`src/rtl/mtc_map.svh`:
```
`ifndef MTC_MAP_SVH
`define MTC_MAP_SVH

// function codes served by this block
`define MTC_FC_READ 8'h03
`define MTC_FC_WRITE 8'h10
// flag or-ed into the function code of an exception answer
`define MTC_FC_EXC_FLAG 8'h80

// exception codes
`define MTC_EXC_FUNC 8'h01
`define MTC_EXC_ADDR 8'h02
`define MTC_EXC_DATA 8'h03
`define MTC_EXC_BUSY 8'h06

// header values of an exception frame
`define MTC_PID_MODBUS 16'h0000
`define MTC_EXC_LEN 16'h0003
`define MTC_FRAME_LAST 4'h8

// quantity limits per query
`define MTC_READ_MAX 16'h007d
`define MTC_WRITE_MAX 16'h007b

`endif

```
`src/rtl/mtc_pkg.sv`:
```
`default_nettype none

package mtc_pkg;

	typedef enum logic [2:0] {
		ST_IDLE = 3'b000,
		ST_ASK = 3'b001,
		ST_WAIT = 3'b010,
		ST_DONE = 3'b011,
		ST_FRAME = 3'b100
	} mtc_state_t;

	// parsed query, one-cycle valid
	typedef struct packed {
		logic valid;
		logic [15:0] tid;
		logic [15:0] pid;
		logic [7:0] unit;
		logic [7:0] func;
		logic [15:0] start;
		logic [15:0] qty;
	} mtc_query_t;

	// answer of the register directory for one address
	typedef struct packed {
		logic valid;
		logic exists;
		logic readable;
		logic writable;
		logic profile;
		logic multi_sub;
		logic [3:0] words;
		logic value_ok;
	} mtc_attr_t;

	typedef struct packed {
		logic req;
		logic [15:0] addr;
	} mtc_lookup_t;

	// one walked register or profile object
	typedef struct packed {
		logic valid;
		logic [15:0] addr;
		logic [15:0] index;
		logic [3:0] words;
		logic keep;
	} mtc_step_t;

	typedef struct packed {
		logic done;
		logic silent;
		logic exc;
		logic [7:0] code;
		logic [15:0] commit_words;
	} mtc_verdict_t;

	// fields echoed into an exception frame
	typedef struct packed {
		logic [15:0] tid;
		logic [7:0] unit;
		logic [7:0] func;
		logic [7:0] code;
	} mtc_hdr_t;

	typedef struct packed {
		logic busy;
		logic valid;
		logic last;
		logic done;
		logic [7:0] data;
		logic [3:0] idx;
		mtc_hdr_t hdr;
	} mtc_frm_t;

	typedef struct packed {
		mtc_state_t st;
		mtc_query_t q;
		logic [15:0] addr;
		logic [15:0] left;
		logic [15:0] idx;
		logic [15:0] first_words;
		logic write;
		logic profile;
		logic objs;
		logic second;
		logic multi;
		logic gap;
		logic any_ok;
		logic data_bad;
		logic pre;
		logic [7:0] code;
		logic ready;
		logic go;
		mtc_lookup_t look;
		mtc_step_t step;
		mtc_verdict_t verdict;
		mtc_hdr_t hdr;
	} mtc_chk_t;

endpackage

`default_nettype wire

```
`src/rtl/mtc_framer.sv`:
```
`timescale 1ns/10ps
`default_nettype none
`include "mtc_map.svh"

module mtc_framer
	import mtc_pkg::*;
(
	// clock and reset
	input wire logic clock,
	input wire logic rst_n,
	// frame request
	input wire logic go,
	input wire mtc_hdr_t hdr,
	output logic frame_done,
	// byte stream
	output logic [7:0] resp_byte,
	output logic resp_valid,
	output logic resp_last,
	input wire logic resp_ready
);

	mtc_frm_t r_reg;
	mtc_frm_t r_next;

	// byte at position idx of a nine-byte exception frame
	function automatic logic [7:0] fn_byte(mtc_hdr_t h, logic [3:0] idx);
		logic [15:0] len;
		logic [15:0] pid;
		logic [7:0] b;
		len = `MTC_EXC_LEN;
		pid = `MTC_PID_MODBUS;
		case (idx)
			4'h0: b = h.tid[15:8];
			4'h1: b = h.tid[7:0];
			4'h2: b = pid[15:8];
			4'h3: b = pid[7:0];
			4'h4: b = len[15:8];
			4'h5: b = len[7:0];
			4'h6: b = h.unit;
			4'h7: b = h.func | `MTC_FC_EXC_FLAG;
			4'h8: b = h.code;
			default: b = 8'h00;
		endcase
		return b;
	endfunction

	// new frames are taken only when idle; the checker waits for done
	always_comb
	begin
		r_next = r_reg;
		r_next.done = 1'b0;
		if (!r_reg.busy)
		begin
			if (go)
			begin
				r_next.hdr = hdr;
				r_next.idx = 4'h0;
				r_next.busy = 1'b1;
				r_next.valid = 1'b1;
				r_next.last = 1'b0;
				r_next.data = fn_byte(hdr, 4'h0);
			end
		end
		else if (r_reg.valid && resp_ready)
		begin
			if (r_reg.idx == `MTC_FRAME_LAST)
			begin
				r_next.busy = 1'b0;
				r_next.valid = 1'b0;
				r_next.last = 1'b0;
				r_next.done = 1'b1;
			end
			else
			begin
				r_next.idx = r_reg.idx + 4'h1;
				r_next.data = fn_byte(r_reg.hdr, r_reg.idx + 4'h1);
				r_next.last = (r_reg.idx + 4'h1) == `MTC_FRAME_LAST;
			end
		end
	end

	always_ff @(posedge clock or negedge rst_n)
	begin
		if (!rst_n)
			r_reg <= '0;
		else
			r_reg <= r_next;
	end

	assign resp_byte = r_reg.data;
	assign resp_valid = r_reg.valid;
	assign resp_last = r_reg.last;
	assign frame_done = r_reg.done;

endmodule
`default_nettype wire

```
`config.mk`:
```
export PLATFORM = sky130hd
export DESIGN_NAME = mtc_framer
export DESIGN_NICKNAME = d
export VERILOG_FILES = /design/src/rtl/mtc_pkg.sv /design/src/rtl/mtc_framer.sv
export VERILOG_INCLUDE_DIRS = /design/src /design/src/rtl
export SDC_FILE = /design/constraint.sdc
export NUM_CORES = 1
export LEC_CHECK = 0
export BUFFER_PORTS_ARGS = -buffer_cell sky130_fd_sc_hd__buf_2
export CORE_MARGIN = 2
export CORE_UTILIZATION = 61
export CTS_BUF_LIST = sky130_fd_sc_hd__clkbuf_4
export DETAILED_ROUTE_END_ITERATION = 10
export PLACE_DENSITY = 0.88
export REMOVE_ABC_BUFFERS = 1
export SKIP_CTS_REPAIR_TIMING = 1
export SYNTH_ARGS = -nofsm -noshare
export SYNTH_HDL_FRONTEND = slang
export SYNTH_SLANG_ARGS = --single-unit
```
`constraint.sdc`:
```
create_clock -name clock -period 3 [get_ports clock]
set_input_delay 0 -clock clock [delete_from_list [all_inputs] [get_ports clock]]
set_output_delay 0 -clock clock [all_outputs]
set_load 0.1 [all_outputs]
```
==> impl_metrics.csv <==
group,metric,value,unit
run_status,outcome,"complete, no violations",
global_route,grt_max_degree,48,
drt,first_pass_iters,5,
sta,rsz0062_at_grt,"no",
floorplanning,rows,24,
worst_hold_path,hold_class,"input port to asynchronous set/reset pin",
sta,maxSlewViolCount,0,
sta,relSlewSlack,42.7,%
sta,tightest_slew,857,ps
worst_setup_path,critPathRequiredTime,3280,ps
synth,synth_area_per_cell,8.98,um^2
worst_setup_path,critPathKind,"flip-flop to flip-flop",
final_layout,drive_gt1_share,18.9,%
drt,dr_total_vias,2435,
global_route,antenna_found_initial,0,
synth,ys_warn_count,0,
pwr,leakagePower,1.71,nW
worst_setup_path,crit_path_end_kind,"flip-flop",
synth,seq_area_frac_synth,51.8,%
drt,drtIter0Drc,226,
drt,wl_per_cell,16.1,um
clock_network,cts_buffers,5,
sta,fin_crit_sh,87.0,%
final_layout,largest_reg_flops,44,
floorplanning,dieHeight,70.0,um
floorplanning,dieWidth,70.0,um
synth,ys_types,34,
global_route,track_usage,24.8,%
worst_setup_path,critPathSlowestCell,"dfrtp_1",
final_layout,final_core_util,79.5,%
sta,hold_viol_final,0,
placement,dp.cells,383,
worst_setup_path,critPathLaunchType,"flip-flop",
final_layout,final_common_cell,"nand2_1",
worst_setup_path,cp_max_fo,10,
placement,postPlaceCellArea,2910,um^2
final_layout,diodes,0,
worst_setup_path,worst_ep_arrival_time,2900,ps
floorplanning,core-area,4260,um^2
global_route,grt_pass1_vias,2136,
clock_network,cts_tree,"built",
final_layout,final_area,3390,um^2
drt,viasPerCell,5.62,
final_layout,nets,430,
worst_setup_path,worstPathCellList,"ha_1 > nor2b_1 > a32oi_4 > nor2b_2 > o31ai_4 > a21oi_1 > a221o_1",
final_layout,syn_to_final_growth,27.6,%
floorplanning,initial_utilization,62.3,%
synth,synth_area,2660,um^2
synth,synth_seq_cells,55,
drt,ant_nets,0,
clock_network,htreeDepth,2,
pwr,vdd_drop_max,0.000600,V
placement,dp_hpwl,3840,um
sta,min_period,2610,ps
final_layout,final_cells,433,
clock_network,clkSlewWorstSetupHoldPaths,150,ps
pwr,power.density,975,nW/um^2
placement,place.gp.congestion,0.867,
clock_network,clock_latency,390,ps
sta,clock_skew,10.5,ps
sta,setup_tns,0,ps
clock_network,clockBufferDepth,2,
sta,setup_violations,0,
worst_setup_path,slowest_delay,570,ps
clock_network,cts.sinks,55,
sta,fmax,383,MHz
floorplanning,die_area,4900,um^2
final_layout,mostFrequentLayoutCells,"nand2_1, dfrtp_1, buf_2",
synth,synth_cells,296,
clock_network,clock-root-buffer,"clkbuf_4",
flow_run,drv_cap,0,
global_route,grt_pass1_wl,9580,um
global_route,grt-ovfl-total,0,
drt,finalWirelength,6970,um
drt,drc,0,
floorplanning,io_pins,55,
placement,io_buffers,53,
-- stage by stage --
step / worst slack (ps) / power [mW] / hold slack, ps
4_1_cts: 489 / 3.21 / -307
6_report: 389 / 3.30 / 197
3_3_place_gp: 589 / 2.83 / 109
5_1_grt: 307 / 3.51 / 259
3_5_place_dp: 514 / 2.88 / 121
2_1_floorplan: 78.2 / 2.47 / -296
-- path summary, 6_finish.rpt --
| check | from | to | cells after the start | slack [ps] |
|---|---|---|---|---|
| setup / recovery | r_reg[40] | resp_byte[0] | 7 | 390 |
| hold / removal | rst_n | r_reg[55] | 2 | 200 |
| setup reg to reg | r_reg[40] | resp_byte[0] | 7 | 390 |
| hold reg to reg | r_reg[35] | r_reg[35] | 2 | 500 |
| max in group asynchronous | rst_n | r_reg[26] | 3 | 2040 |
| min in group clock | hdr[19] | r_reg[19] | 4 | 330 |
-- critical path, delay by kind of cell, from the launching register on --
| kind | cells | cell delay (ps) |
|---|---|---|
| AOI/OAI and AO/OA | 4 | 1170 |
| DFF | 1 | 570 |
| adders and majority gates | 1 | 480 |
| and+or+nand+nor | 2 | 290 |
-- cells in the mapped netlist, drive strengths merged --
cell type	number	share of area, %
o211ai	1	0.28
nand3b	1	0.28
nor2	8	1.1
dfrtp	55	52
a221o	8	3.0
buf	11	2.8
nand2b	3	0.71
ha	6	2.8
a21bo	1	0.61
a41o	1	0.38
a32o	1	0.38
a32oi	8	3.3
inv	5	0.71
nand3	7	1.3
clkbuf	12	1.7
nand2	127	18
and4	1	0.33
nand4	1	0.24
a31oi	6	1.4
o21ai	7	1.3
a21oi	6	1.1
nor2b	4	1.0
a22o	1	0.33
and3	1	0.24
o31ai	4	1.8
a22oi	7	2.0
nor3b	1	0.28
o22a	2	0.66
-- routing by layer --
| layer | vias up | global-route usage, % | share of wire (%) |
|---|---|---|---|
| met5 | - | 0 | 0 |
| met4 | 0 | 8.55 | 2.1 |
| met3 | 19 | 5.05 | 7.3 |
| met2 | 115 | 41.6 | 51 |
| met1 | 1139 | 32.3 | 39 |
| li1 | 1162 | - | - |
-- area by class of cell --
type	count	area, um^2
Clock buffer	7	52.6
Clock inverter	1	5.00
Fill cell	290	873
Inverter	5	18.8
Multi-Input combinational cell	213	1150
Sequential cell	55	1380
Tap cell	52	65.1
Timing Repair Buffer	100	723
-- where the power goes --
| part | switching, mW | internal, mW | leakage (nW) |
|---|---|---|---|
| clock network | 0.226 | 0.110 | 0.0361 |
| logic | 1.15 | 0.489 | 0.976 |
| registers | 0.259 | 1.07 | 0.697 |
| total | 1.64 | 1.67 | 1.71 |
-- logic make-up (layout without fill, tap and decap cells) --
kind of cell               after synthesis  count (layout)  synth area share [%]
AOI/OAI and AO/OA                       53              53                  16.7
adders and majority gates                6               6                  2.82
buffers and inverters                   28             113                  5.23
DFF                                     55              55                  51.8
and+or+nand+nor                        154             154                  23.5
No activity file was read; power rests on OpenSTA's default activity.
